**config.mk**
```make
export PLATFORM = sky130hd
export DESIGN_NAME = closed_caption_line_inserter
export DESIGN_NICKNAME = d
export VERILOG_FILES = /design/src/core/cc_pkg.sv /design/src/core/cc_bit_timer.sv /design/src/core/closed_caption_line_inserter.sv
export VERILOG_INCLUDE_DIRS = /design/src /design/src/core
export SDC_FILE = /design/constraint.sdc
export NUM_CORES = 1
export LEC_CHECK = 0
export BUFFER_PORTS_ARGS = -buffer_cell sky130_fd_sc_hd__buf_2
export CAP_MARGIN = 5
export CORE_AREA = 2 2 119 98
export DETAILED_ROUTE_END_ITERATION = 8
export DIE_AREA = 0 0 121 100
export PLACE_DENSITY = 0.78
export SYNTH_ARGS = -nofsm -noshare
export SYNTH_HDL_FRONTEND = slang
export SYNTH_HIERARCHICAL = 1
export SYNTH_SLANG_ARGS = --single-unit
```
**constraint.sdc**
```tcl
create_clock -name ref_clk -period 3.1 [get_ports ref_clk]
set_input_delay 0.155 -clock ref_clk [delete_from_list [all_inputs] [get_ports ref_clk]]
set_output_delay 0.155 -clock ref_clk [all_outputs]
set_load 0.05 [all_outputs]
```
**src/core/cc_map.svh**
```systemverilog
// Purpose: offsets, field positions, reset values and timing counts
// Assumes: 100 MHz ref_clk, APB with 32-bit data, byte addresses
// Notes: definitions only
`ifndef CC_MAP_SVH
`define CC_MAP_SVH

// Register byte offsets
`define CC_OFF_TIMING0 12'h000
`define CC_OFF_DATA0 12'h004
`define CC_OFF_DATA1 12'h008
`define CC_OFF_EXT0 12'h00c
`define CC_OFF_EXT1 12'h010
`define CC_OFF_CTRL 12'h014
`define CC_OFF_STATUS 12'h018

// Timing register 0 fields
`define CC_MODE_LSB 0
`define CC_MODE_MSB 2
`define CC_TRESET_BIT 7
// Control register fields
`define CC_CTRL_PRI_BIT 0
`define CC_CTRL_EXT_BIT 1

// Reset values
`define CC_TIMING0_RST 8'h00
`define CC_DATA_RST 8'h00
`define CC_CTRL_RST 2'h3

// Caption line numbers
`define CC_LINE_ODD 10'h015
`define CC_LINE_EVEN_IGN 10'h11a
`define CC_LINE_EVEN_EXT 10'h11c

// Waveform sample levels
`define CC_LVL_BLANK 8'h10
`define CC_LVL_HIGH 8'h50

// Frame of a caption line, in bit periods
`define CC_RUNIN_BITS 5'h07
`define CC_GAP_BITS 5'h02
`define CC_DATA_BITS 5'h10

// Timing: clock period, bit period, start delay after line start
`define CC_CLK_PS 10000
`define CC_BIT_PS 1986000
`define CC_PHASES 16
`define CC_SUB_CYC (`CC_BIT_PS / (`CC_CLK_PS * `CC_PHASES))
`define CC_START_NS 10500
`define CC_START_CYC ((`CC_START_NS * 1000) / `CC_CLK_PS)

`endif

```
**src/core/cc_pkg.sv**
```systemverilog
// Purpose: types shared by the caption inserter files
// Assumes: nothing
// Notes: constants live in cc_map.svh
package cc_pkg;
  typedef enum logic [2:0] {
    IDLE, WAIT, RUNIN, GAP, START, DATA
  } ccState_e;
  typedef logic [2:0] timingMode_t;
  typedef logic [7:0] sample_t;
endpackage

```
**src/core/cc_bit_timer.sv**
```systemverilog
// Purpose: caption bit clock with 16 phase steps per bit period
// Assumes: run is high only while a caption waveform is being sent
// Notes: phase restarts at zero whenever run falls
`timescale 1ns/1ps
`include "cc_map.svh"
module cc_bit_timer (
  // Clock and reset
  input wire logic ref_clk,
  input wire logic rstn,
  // Control
  input wire logic run,
  // Timing outputs
  output logic [3:0] phase,
  output logic bitTick
);
  localparam logic [3:0] SUB_LAST = 4'(`CC_SUB_CYC - 1);

  logic [3:0] sub_ff;
  logic [3:0] nxt_sub;
  logic [3:0] phase_ff;
  logic [3:0] nxt_phase;
  logic subEnd;

  // Sub-step divider and phase count
  always_comb begin
    subEnd = run && (sub_ff == SUB_LAST);
    nxt_sub = sub_ff;
    nxt_phase = phase_ff;
    if (!run) begin
      nxt_sub = 4'h0;
      nxt_phase = 4'h0;
    end else if (subEnd) begin
      nxt_sub = 4'h0;
      nxt_phase = phase_ff + 4'h1;
    end else begin
      nxt_sub = sub_ff + 4'h1;
    end
  end

  // Register the divider
  always_ff @(posedge ref_clk) begin
    if (!rstn) begin
      sub_ff <= 4'h0;
      phase_ff <= 4'h0;
    end else begin
      sub_ff <= nxt_sub;
      phase_ff <= nxt_phase;
    end
  end

  assign phase = phase_ff;
  // One pulse at the end of each bit period
  assign bitTick = subEnd && (phase_ff == 4'hf);
endmodule

```
**src/core/closed_caption_line_inserter.sv**
```systemverilog
// Purpose: insert caption waveforms into the encoder's video line
// Assumes: line timing inputs come from logic on ref_clk
// Notes: APB slave, zero wait states
`timescale 1ns/1ps
`include "cc_map.svh"
module closed_caption_line_inserter (
  // Clock and reset
  input wire logic ref_clk,
  input wire logic rstn,
  // APB slave
  input wire logic psel,
  input wire logic penable,
  input wire logic pwrite,
  input wire logic [11:0] paddr,
  input wire logic [31:0] pwdata,
  output logic [31:0] prdata,
  output logic pready,
  output logic pslverr,
  // Line timing from the encoder
  input wire logic lineStart,
  input wire logic [9:0] lineNumber,
  input wire logic oddField,
  // Video samples
  input wire cc_pkg::sample_t pixelIn,
  output cc_pkg::sample_t videoOut,
  output logic captionActive,
  // Timing mode to the encoder
  output cc_pkg::timingMode_t timingMode
);
  import cc_pkg::*;

  localparam logic [10:0] START_LAST = 11'(`CC_START_CYC - 1);

  // Registers
  logic [7:0] timing0_ff, nxt_timing0;
  logic [7:0] data0_ff, nxt_data0;
  logic [7:0] data1_ff, nxt_data1;
  logic [7:0] ext0_ff, nxt_ext0;
  logic [7:0] ext1_ff, nxt_ext1;
  logic [1:0] ctrl_ff, nxt_ctrl;
  logic [31:0] rdata_ff, nxt_rdata;
  timingMode_t mode_ff, nxt_mode;
  logic treset_ff, nxt_treset;
  // Caption engine
  ccState_e state_ff, nxt_state;
  logic [10:0] wait_ff, nxt_wait;
  logic [4:0] bits_ff, nxt_bits;
  logic [15:0] shift_ff, nxt_shift;
  logic ext_ff, nxt_ext;
  sample_t video_ff, nxt_video;
  logic active_ff, nxt_active;

  logic wrEn;
  logic setup;
  logic mapped;
  logic [31:0] rdMux;
  logic [3:0] phase;
  logic bitTick;
  logic timerRun;
  logic onPriLine;
  logic onExtLine;
  logic onIgnLine;
  sample_t capLevel;

  // Run-in sine, one full cycle per bit period around mid level
  function automatic sample_t sine_lvl(input logic [3:0] ph);
    case (ph)
      4'h0: sine_lvl = 8'h30;
      4'h1: sine_lvl = 8'h3c;
      4'h2: sine_lvl = 8'h47;
      4'h3: sine_lvl = 8'h4e;
      4'h4: sine_lvl = 8'h50;
      4'h5: sine_lvl = 8'h4e;
      4'h6: sine_lvl = 8'h47;
      4'h7: sine_lvl = 8'h3c;
      4'h8: sine_lvl = 8'h30;
      4'h9: sine_lvl = 8'h24;
      4'ha: sine_lvl = 8'h19;
      4'hb: sine_lvl = 8'h12;
      4'hc: sine_lvl = 8'h10;
      4'hd: sine_lvl = 8'h12;
      4'he: sine_lvl = 8'h19;
      default: sine_lvl = 8'h24;
    endcase
  endfunction

  // APB decode
  assign setup = psel && !penable;
  assign wrEn = psel && penable && pwrite && mapped;
  assign pready = 1'b1;
  assign pslverr = psel && penable && !mapped;

  always_comb begin
    mapped = 1'b1;
    rdMux = 32'h0000_0000;
    case (paddr)
      `CC_OFF_TIMING0: rdMux = {24'h00_0000, timing0_ff};
      `CC_OFF_DATA0: rdMux = {24'h00_0000, data0_ff};
      `CC_OFF_DATA1: rdMux = {24'h00_0000, data1_ff};
      `CC_OFF_EXT0: rdMux = {24'h00_0000, ext0_ff};
      `CC_OFF_EXT1: rdMux = {24'h00_0000, ext1_ff};
      `CC_OFF_CTRL: rdMux = {30'h0000_0000, ctrl_ff};
      `CC_OFF_STATUS: rdMux = {24'h00_0000, ext_ff, mode_ff, active_ff,
                               state_ff};
      default: mapped = 1'b0;
    endcase
  end

  // Register writes, read data capture and timing mode apply
  always_comb begin
    nxt_timing0 = timing0_ff;
    nxt_data0 = data0_ff;
    nxt_data1 = data1_ff;
    nxt_ext0 = ext0_ff;
    nxt_ext1 = ext1_ff;
    nxt_ctrl = ctrl_ff;
    nxt_rdata = rdata_ff;
    nxt_mode = mode_ff;
    nxt_treset = timing0_ff[`CC_TRESET_BIT];
    if (setup) begin
      nxt_rdata = mapped ? rdMux : 32'h0000_0000;
    end
    if (wrEn) begin
      case (paddr)
        `CC_OFF_TIMING0: nxt_timing0 = pwdata[7:0];
        `CC_OFF_DATA0: nxt_data0 = pwdata[7:0];
        `CC_OFF_DATA1: nxt_data1 = pwdata[7:0];
        `CC_OFF_EXT0: nxt_ext0 = pwdata[7:0];
        `CC_OFF_EXT1: nxt_ext1 = pwdata[7:0];
        `CC_OFF_CTRL: nxt_ctrl = pwdata[1:0];
        default: nxt_ctrl = ctrl_ff;
      endcase
    end
    if (timing0_ff[`CC_TRESET_BIT] != treset_ff) begin
      nxt_mode = timing0_ff[`CC_MODE_MSB:`CC_MODE_LSB];
    end
  end

  always_ff @(posedge ref_clk) begin
    if (!rstn) begin
      timing0_ff <= `CC_TIMING0_RST;
      data0_ff <= `CC_DATA_RST;
      data1_ff <= `CC_DATA_RST;
      ext0_ff <= `CC_DATA_RST;
      ext1_ff <= `CC_DATA_RST;
      ctrl_ff <= `CC_CTRL_RST;
      rdata_ff <= 32'h0000_0000;
      mode_ff <= 3'h0;
      treset_ff <= 1'b0;
    end else begin
      timing0_ff <= nxt_timing0;
      data0_ff <= nxt_data0;
      data1_ff <= nxt_data1;
      ext0_ff <= nxt_ext0;
      ext1_ff <= nxt_ext1;
      ctrl_ff <= nxt_ctrl;
      rdata_ff <= nxt_rdata;
      mode_ff <= nxt_mode;
      treset_ff <= nxt_treset;
    end
  end

  assign prdata = rdata_ff;
  assign timingMode = mode_ff;

  cc_bit_timer bitTimer (
    .ref_clk(ref_clk),
    .rstn(rstn),
    .run(timerRun),
    .phase(phase),
    .bitTick(bitTick)
  );
  assign timerRun = (state_ff != IDLE) && (state_ff != WAIT);

  // Caption line detection
  // Odd field line
  assign onPriLine = oddField && (lineNumber == `CC_LINE_ODD);
  assign onExtLine = !oddField && (lineNumber == `CC_LINE_EVEN_EXT);
  assign onIgnLine = onPriLine || onExtLine ||
                     (!oddField && (lineNumber == `CC_LINE_EVEN_IGN));

  // Caption line sequencer
  always_comb begin
    nxt_state = state_ff;
    nxt_wait = wait_ff;
    nxt_bits = bits_ff;
    nxt_shift = shift_ff;
    nxt_ext = ext_ff;
    case (state_ff)
      IDLE: begin
        nxt_wait = 11'h000;
        nxt_bits = 5'h00;
      end
      WAIT: begin
        nxt_wait = wait_ff + 11'h001;
        if (wait_ff == START_LAST) begin
          nxt_state = RUNIN;
          nxt_bits = 5'h00;
        end
      end
      RUNIN: if (bitTick) begin
        nxt_bits = bits_ff + 5'h01;
        if (bits_ff == `CC_RUNIN_BITS - 5'h01) begin
          nxt_state = GAP;
          nxt_bits = 5'h00;
        end
      end
      GAP: if (bitTick) begin
        nxt_bits = bits_ff + 5'h01;
        if (bits_ff == `CC_GAP_BITS - 5'h01) begin
          nxt_state = START;
          nxt_bits = 5'h00;
        end
      end
      START: if (bitTick) begin
        nxt_state = DATA;
      end
      DATA: if (bitTick) begin
        nxt_shift = {1'b0, shift_ff[15:1]};
        nxt_bits = bits_ff + 5'h01;
        if (bits_ff == `CC_DATA_BITS - 5'h01) begin
          nxt_state = IDLE;
        end
      end
      default: nxt_state = IDLE;
    endcase
    // A new line restarts the sequencer
    if (lineStart) begin
      nxt_state = IDLE;
      nxt_wait = 11'h000;
      nxt_bits = 5'h00;
      if (onPriLine && ctrl_ff[`CC_CTRL_PRI_BIT]) begin
        nxt_state = WAIT;
        nxt_shift = {data1_ff, data0_ff};
        nxt_ext = 1'b0;
      end else if (onExtLine && ctrl_ff[`CC_CTRL_EXT_BIT]) begin
        nxt_state = WAIT;
        nxt_shift = {ext1_ff, ext0_ff};
        nxt_ext = 1'b1;
      end
    end
  end

  always_ff @(posedge ref_clk) begin
    if (!rstn) begin
      state_ff <= IDLE;
      wait_ff <= 11'h000;
      bits_ff <= 5'h00;
      shift_ff <= 16'h0000;
      ext_ff <= 1'b0;
    end else begin
      state_ff <= nxt_state;
      wait_ff <= nxt_wait;
      bits_ff <= nxt_bits;
      shift_ff <= nxt_shift;
      ext_ff <= nxt_ext;
    end
  end

  // Waveform level for the current sequencer state
  always_comb begin
    case (state_ff)
      RUNIN: capLevel = sine_lvl(phase);
      START: capLevel = `CC_LVL_HIGH;
      DATA: capLevel = shift_ff[0] ? `CC_LVL_HIGH : `CC_LVL_BLANK;
      default: capLevel = `CC_LVL_BLANK;
    endcase
  end

  // Output sample select
  always_comb begin
    nxt_active = timerRun;
    nxt_video = onIgnLine ? capLevel : pixelIn;
  end

  always_ff @(posedge ref_clk) begin
    if (!rstn) begin
      video_ff <= `CC_LVL_BLANK;
      active_ff <= 1'b0;
    end else begin
      video_ff <= nxt_video;
      active_ff <= nxt_active;
    end
  end

  assign videoOut = video_ff;
  assign captionActive = active_ff;
endmodule

```
After elaboration in Yosys (flattened, before gate mapping)
Memories as Yosys holds them, arrays and structs flattened. A register that Yosys moved wholly into a read port is not among the register bits.
Cells that the tools add are included.
Storage, ports and cells
  bits in registers: 131
  ROM bits: 112
  input bits: 69
  output and inout port bits: 46
  word-level logic and storage cells: 132
  memories: 1
Memories
  (no name shown): words 16, width 7, read ports 1, clocked after Yosys merged registers in 1, write ports 0, line closed_caption_line_inserter.sv:67  | case (ph)
Operators by class
  add/sub/neg operators: 4
  eq/ne operators: 35
  mux-type cells: 35
  bitwise operators: 2
  reductions and logical operators: 37
Operator list (count)
  16-bit two-way mux: 5
  8-bit one-hot mux with 7 select lines: 1
  12-bit by 5-bit == test with 1-bit output, second input constant: 3
  32-bit two-way mux: 1
  5-bit two-way mux: 6
  3-bit two-way mux: 9
  5-bit one-hot mux with 5 select lines: 1
  12-bit by 4-bit == test with 1-bit output, second input constant: 2
  3-bit inequality test, second input constant: 8
  8-bit one-hot mux with 3 select lines: 1
  11-bit one-hot mux with 2 select lines: 1
  10-bit by 9-bit == test with 1-bit output, second input constant: 2
  3-bit one-hot mux with 6 select lines: 1
  2-bit AND reduction: 8
  1-bit logical AND: 13
  12-bit by 3-bit == test with 1-bit output, second input constant: 1
  12-bit logical NOT: 1
  11-bit by 1-bit adder with 11-bit output, second input constant: 1
  11-bit == test, second input constant: 1
  10-bit by 5-bit == test with 1-bit output, second input constant: 1
  2-bit inequality test, second input constant: 5
  9-bit AND reduction: 1
  4-bit by 1-bit adder with 4-bit output, second input constant: 2
  4-bit == test, second input constant: 2
  24 further kinds: 36

Logic depth before layout (Yosys ltp)
  word-level depth: 9
  depth in mapped cells: 11
  mapped depth without buffers: 8

Hierarchy
Netlist, hierarchy kept.
Modules (own cells, without submodules)
  closed_caption_line_inserter: instances 1, cells each 643, area each 5501.5 um^2, seq. area each 1981.9 um^2
  cc_bit_timer: instances 1, cells each 37, area each 362.8 um^2, seq. area each 160.2 um^2

Worst setup path after synthesis
Ideal clock, no wire load.
  kind: register -> register
  start point: register state_ff[2]
  end point: register shift_ff[6]
  library setup time: 118 ps
  arrival time: 2246 ps
  data required time: 2982 ps
  setup slack: 736 ps
  stages on the path, launching flop included: 12
  buffers on the path: 3
  clock period less this slack: 2364 ps
  path through: dfxtp_1 -> clkbuf_1 -> nor2_1 -> clkinv_1 -> nand4b_4 -> nor2_1 -> nand4b_1 -> buf_2 -> buf_2 -> mux2i_1 -> o21ai_0 -> o2111a_1
On the way
  longest elaborated chain between the ends: 9
  elaborated cells between the ends (all ways): 11
  those cells by class: eq/ne: 2; mux: 5; reduce/logical: 4
RTL lines
  start, declared: line closed_caption_line_inserter.sv:45  | ccState_e state_ff, nxt_state;
  start signal, assigned: line closed_caption_line_inserter.sv:252  | state_ff <= nxt_state;
  3-bit by 1-bit inequality test with 1-bit output or 3-bit nonzero test (tied branches): line closed_caption_line_inserter.sv:173  | assign timerRun = (state_ff != IDLE) && (state_ff != WAIT);
  1-bit logical AND (*): line closed_caption_line_inserter.sv:173
  net nxt_active: line closed_caption_line_inserter.sv:51  | logic active_ff, nxt_active;
  1-bit logical AND (*): line cc_bit_timer.sv:26  | subEnd = run && (sub_ff == SUB_LAST);
  1-bit logical AND (*): line cc_bit_timer.sv:53  | assign bitTick = subEnd && (phase_ff == 4'hf);
  net bitTick: line closed_caption_line_inserter.sv:58  | logic bitTick;
  16-bit two-way mux (*): line closed_caption_line_inserter.sv:218  | DATA: if (bitTick) begin
  16-bit two-way mux (*): line closed_caption_line_inserter.sv:189  | case (state_ff)
  16-bit two-way mux: line closed_caption_line_inserter.sv:236  | end else if (onExtLine && ctrl_ff[`CC_CTRL_EXT_BIT]) begin
  16-bit two-way mux: line closed_caption_line_inserter.sv:232  | if (onPriLine && ctrl_ff[`CC_CTRL_PRI_BIT]) begin
  16-bit two-way mux (*): line closed_caption_line_inserter.sv:228  | if (lineStart) begin
  end signal, assigned: line closed_caption_line_inserter.sv:255  | shift_ff <= nxt_shift;
  end, declared: line closed_caption_line_inserter.sv:48  | logic [15:0] shift_ff, nxt_shift;
Mark *: on every way through the listed nets, which the timed path passes. The rest lies on a longest branch.
A chain may end at the register's enable or synchronous reset.

Final worst setup path
  start point: register state_ff[2]
  end point: register shift_ff[4]
Same word-level chain as after synthesis.

==> impl_metrics.env <==
export IMPL_outcome="completed"
export IMPL_timing_critical_path_arrival_ns=2.89
export IMPL_initial_antenna_violation_count=0
export IMPL_placement_cell_area_sq_um=6125
export IMPL_groute_usage_overall=0.2531
export IMPL_final_design_area_no_fill_sq_um=6409
export IMPL_fin_setup_tns_ns=0
export IMPL_synth_enable_flop_cells=0
export IMPL_r2r_slack_ns=0.45
export IMPL_grt_max_degree=50
export IMPL_synthesized_area_divided_by_synthesized_cell_count_sq_um=8.624
export IMPL_leakagePower_nw=2.428
export IMPL_tritoncts_num_sinks=107
export IMPL_critical_path_peak_fanout=16
export IMPL_r2r_start="state_ff[2]"
export IMPL_clock_fmax_mhz=377.4
export IMPL_clk_latency_ns=0.35
export IMPL_synthSimpleGateAreaFrac=0.2185
export IMPL_worst_slew_margin_rel=0.3393
export IMPL_synth_largest_type_area_fraction=0.3653
export IMPL_compound_gate_fraction_of_synth_area=0.2061
export IMPL_least_margin_pin_slew_ns=0.9875
export IMPL_postSynth_asyncResetShare=0
export IMPL_fillCellCount=949
export IMPL_rsz_0062_raised_after_global_routing="false"
export IMPL_hold_path_depth=2
export IMPL_overflow=0
export IMPL_power_switching_fraction=0.2774
export IMPL_post_drt_wl_per_cell_um=17.64
export IMPL_post_route_util=0.5784
export IMPL_whs_endpoint="videoOut[7]"
export IMPL_cts_htree_levels=3
export IMPL_critical_register_to_register_path_endpoint="shift_ff[4]"
export IMPL_routed_via_count=5335
export IMPL_num_nets_final=801
export IMPL_placementRows=35
export IMPL_tritoncts="done"
export IMPL_post_route_min_period_ns=2.650
export IMPL_peakVddDrop_mv=0.2375
export IMPL_initial_utilization=0.5293
export IMPL_post_dp_hpwl_um=10460
export IMPL_cts_setup_buffers=0
export IMPL_synthesis_area_sq_um=5864
export IMPL_finClkSkew_ns=0.007273
export IMPL_synth_top_cells_by_area="sky130_fd_sc_hd__dfxtp_1 (37%), sky130_fd_sc_hd__mux2i_1 (6.5%), sky130_fd_sc_hd__a21oi_1 (5.0%)"
export IMPL_die_area_sq_um=12100
export IMPL_power_internal_mw=1.998
export IMPL_crit_path_end_kind="register"
export IMPL_synth_seq_cells=107
export IMPL_cts_clk_slew_worst_paths_ns=0.08
export IMPL_crit_path_start_kind="register"
export IMPL_drc_errors=0
export IMPL_ctsResizeCount=0
export IMPL_routed_wire_length_um=15350
export IMPL_gpl_final_weighted_congestion=0.9142
export IMPL_viasPerCell=6.132
export IMPL_layout_drive_gt1_share=0.1551
export IMPL_min_delay_path_class="input port to register"
export IMPL_synth_sequential_area_ratio=0.3653
export IMPL_cts_inserted_buffers=9
export IMPL_synthXorXnorAreaFrac=0.002987
export IMPL_synthMuxAreaShare=0.09558
export IMPL_chipWidth_um=121
export IMPL_floorplan_core_area_sq_um=11080
export IMPL_largest_family_of_logic_cells_by_synthesized_area="simple AND/OR/NAND/NOR gates"
export IMPL_area_delta_synth_final_pct=9.281
export IMPL_number_of_i_o_port_buffers=65
export IMPL_first_global_vias=4773
export IMPL_worst_endpoint_required_ns=3.34
export IMPL_ys_flop_type="sky130_fd_sc_hd__dfxtp_1"
export IMPL_clock_tree_root_cell="sky130_fd_sc_hd__clkbuf_16"
export IMPL_max_cap_viol_count=0
export IMPL_multi_input_comb_area_sq_um=3337
export IMPL_slew_viol_final=0
export IMPL_ios=115
export IMPL_cts_path_max_buffers=2
export IMPL_min_period_over_period=0.8548
export IMPL_post_synth_top_area_cell="sky130_fd_sc_hd__dfxtp_1"
export IMPL_setup_violations=0
export IMPL_netlist_cell_type_count=69
export IMPL_antennaDiodeCount=0
export IMPL_die_y_um=100
export IMPL_share_comb_of_total_power=0.095
export IMPL_synth_fa_ha_area_frac=0.02987
export IMPL_hold_buffers=0
export IMPL_power_per_cell_area_nw_per_um2=431.5
export IMPL_first_iteration_detailed_routing_drc_count=543
export IMPL_worstHoldStart="pixelIn[7]"
export IMPL_number_of_endpoints_with_negative_hold_slack_in_the_final_report=0
export IMPL_proportion_of_power_drawn_by_the_clock_network=0.404
export IMPL_r2r_cells=9
export IMPL_syn_inst=680
export IMPL_detailedRoute_firstPassIterationCount=7
export IMPL_power_frac_seq=0.501
export IMPL_setup_worst_path_class="register to register"
export IMPL_grt_pass1_wl_um=24480
export IMPL_antenna_violating_nets_post_route=0
export IMPL_sequential_standard_cell_area_sq_um=2142
export IMPL_net_switching_power_uw=767.2
export IMPL_yosys_warnings=6
==> critical path: stages (launching register included) <==
cell,delay [ns]
sky130_fd_sc_hd__dfxtp_1,0.63
sky130_fd_sc_hd__nor2_1,0.22
sky130_fd_sc_hd__clkinv_1,0.14
sky130_fd_sc_hd__nand4b_4,0.16
sky130_fd_sc_hd__nor2_1,0.40
sky130_fd_sc_hd__nand4b_1,0.22
sky130_fd_sc_hd__buf_4,0.28
sky130_fd_sc_hd__mux2i_1,0.18
sky130_fd_sc_hd__o21ai_0,0.11
sky130_fd_sc_hd__o2111a_1,0.19
==> stage by stage <==
step	hold WS [ns]	total power, mW	setup WS (ns)	cells
global placement	0.3862	1.671	0.6613	855
global route	0.04853	2.846	0.2535	870
floorplan	0.2971	1.620	0.7361	703
finish	0.03935	2.766	0.4501	870
CTS	0.03985	2.763	0.5178	870
detailed placement	0.3948	1.676	0.5788	855
==> synth_stat cells, types with 4 or more instances <==
master / number
sky130_fd_sc_hd__or4_1: 4
sky130_fd_sc_hd__nand4_1: 8
sky130_fd_sc_hd__nor3_1: 4
sky130_fd_sc_hd__nor2_1: 31
sky130_fd_sc_hd__nand3_1: 52
sky130_fd_sc_hd__ha_1: 14
sky130_fd_sc_hd__o21ai_1: 42
sky130_fd_sc_hd__nor4_1: 5
sky130_fd_sc_hd__dfxtp_1: 107
sky130_fd_sc_hd__o2bb2ai_1: 5
sky130_fd_sc_hd__o2111a_1: 15
sky130_fd_sc_hd__nand3b_1: 6
sky130_fd_sc_hd__mux2_2: 8
sky130_fd_sc_hd__a31oi_1: 4
sky130_fd_sc_hd__or3_1: 6
sky130_fd_sc_hd__o21ai_0: 37
sky130_fd_sc_hd__nand2b_1: 24
sky130_fd_sc_hd__nand2_1: 41
sky130_fd_sc_hd__mux4_2: 4
sky130_fd_sc_hd__buf_4: 25
sky130_fd_sc_hd__buf_6: 4
sky130_fd_sc_hd__buf_1: 6
sky130_fd_sc_hd__buf_2: 10
sky130_fd_sc_hd__clkbuf_1: 23
sky130_fd_sc_hd__mux2i_1: 38
sky130_fd_sc_hd__inv_1: 18
sky130_fd_sc_hd__a21oi_1: 59
sky130_fd_sc_hd__nor2b_1: 6
==> placed cells by master (no fill, tap or decap), drive strengths merged, types with 4 or more instances in the layout <==
master     n
mux4       4
clkbuf     9
dfxtp    107
nand4b     4
ha        14
mux2       8
inv       21
o2111a    15
o21ai     79
nor4       7
conb      25
clkinv     4
nand2b    24
nor3       4
nand4      8
a21oi     59
nor2b      6
a2111oi    4
mux2i     38
nand3     52
or3        6
or4        7
nand3b     6
nand2     41
nor2      31
or3b       4
buf       73
o2bb2ai    5
a31oi      4
==> power by group through the flow <==
stage / clock, mW / combinational, mW / sequential, mW
after floorplan: 0 / 0.185 / 1.43
after global placement: 0 / 0.254 / 1.42
after detailed placement: 0 / 0.259 / 1.42
after CTS: 1.12 / 0.260 / 1.39
after global routing: 1.18 / 0.278 / 1.39
final: 1.12 / 0.264 / 1.39
==> routing by layer <==
metal	wire (um)	track usage	vias up
li1	-	-	2512
met1	6844	0.3662	2517
met2	6765	0.3855	282
met3	1489	0.04545	24
met4	248	0.07603	0
met5	0	0	-
==> how the worst max path moves through the flow <==
stage / endpoint / startpoint / depth (start not counted) / slack, ns
floorplan: shift_ff[6] / state_ff[2] / 11 / 0.74
global placement: shift_ff[2] / state_ff[1] / 9 / 0.66
detailed placement: shift_ff[12] / state_ff[1] / 9 / 0.58
CTS: shift_ff[4] / state_ff[1] / 9 / 0.52
global route: shift_ff[4] / state_ff[1] / 9 / 0.25
finish: shift_ff[4] / state_ff[2] / 9 / 0.45
==> cells by family (layout without fill, tap and decap cells) <==
logic type	Yosys count	in the layout
compound gates	195	195
xor+xnor	2	2
fa+ha+maj	14	14
buf+inv	89	108
flops	107	107
mux	50	50
other cells	2	25
simple gates	221	221
==> flip-flops by register name (all words and copies together), names as in the netlist <==
signal and cells:
ext0_ff 8, timing0_ff 8, timingMode 3, bitTimer/sub_ff 4
videoOut 8, state_ff 3, treset_ff 1, prdata 8
data1_ff 8, captionActive 1, ctrl_ff 2, bitTimer/phase 4
shift_ff 16, bits_ff 5, data0_ff 8, ext1_ff 8
ext_ff 1, wait_ff 11
==> final cells by class <==
class | instances | share of cell area
multi-input cells | 507 | 0.5207
clock buffers | 9 | 0.03514
well taps | 148 | 0.02890
clock inverters | 6 | 0.009176
flip-flops and latches | 107 | 0.3342
repair buffers | 73 | 0.06013
inverters | 20 | 0.01171
(Power assumes the default switching activity.)
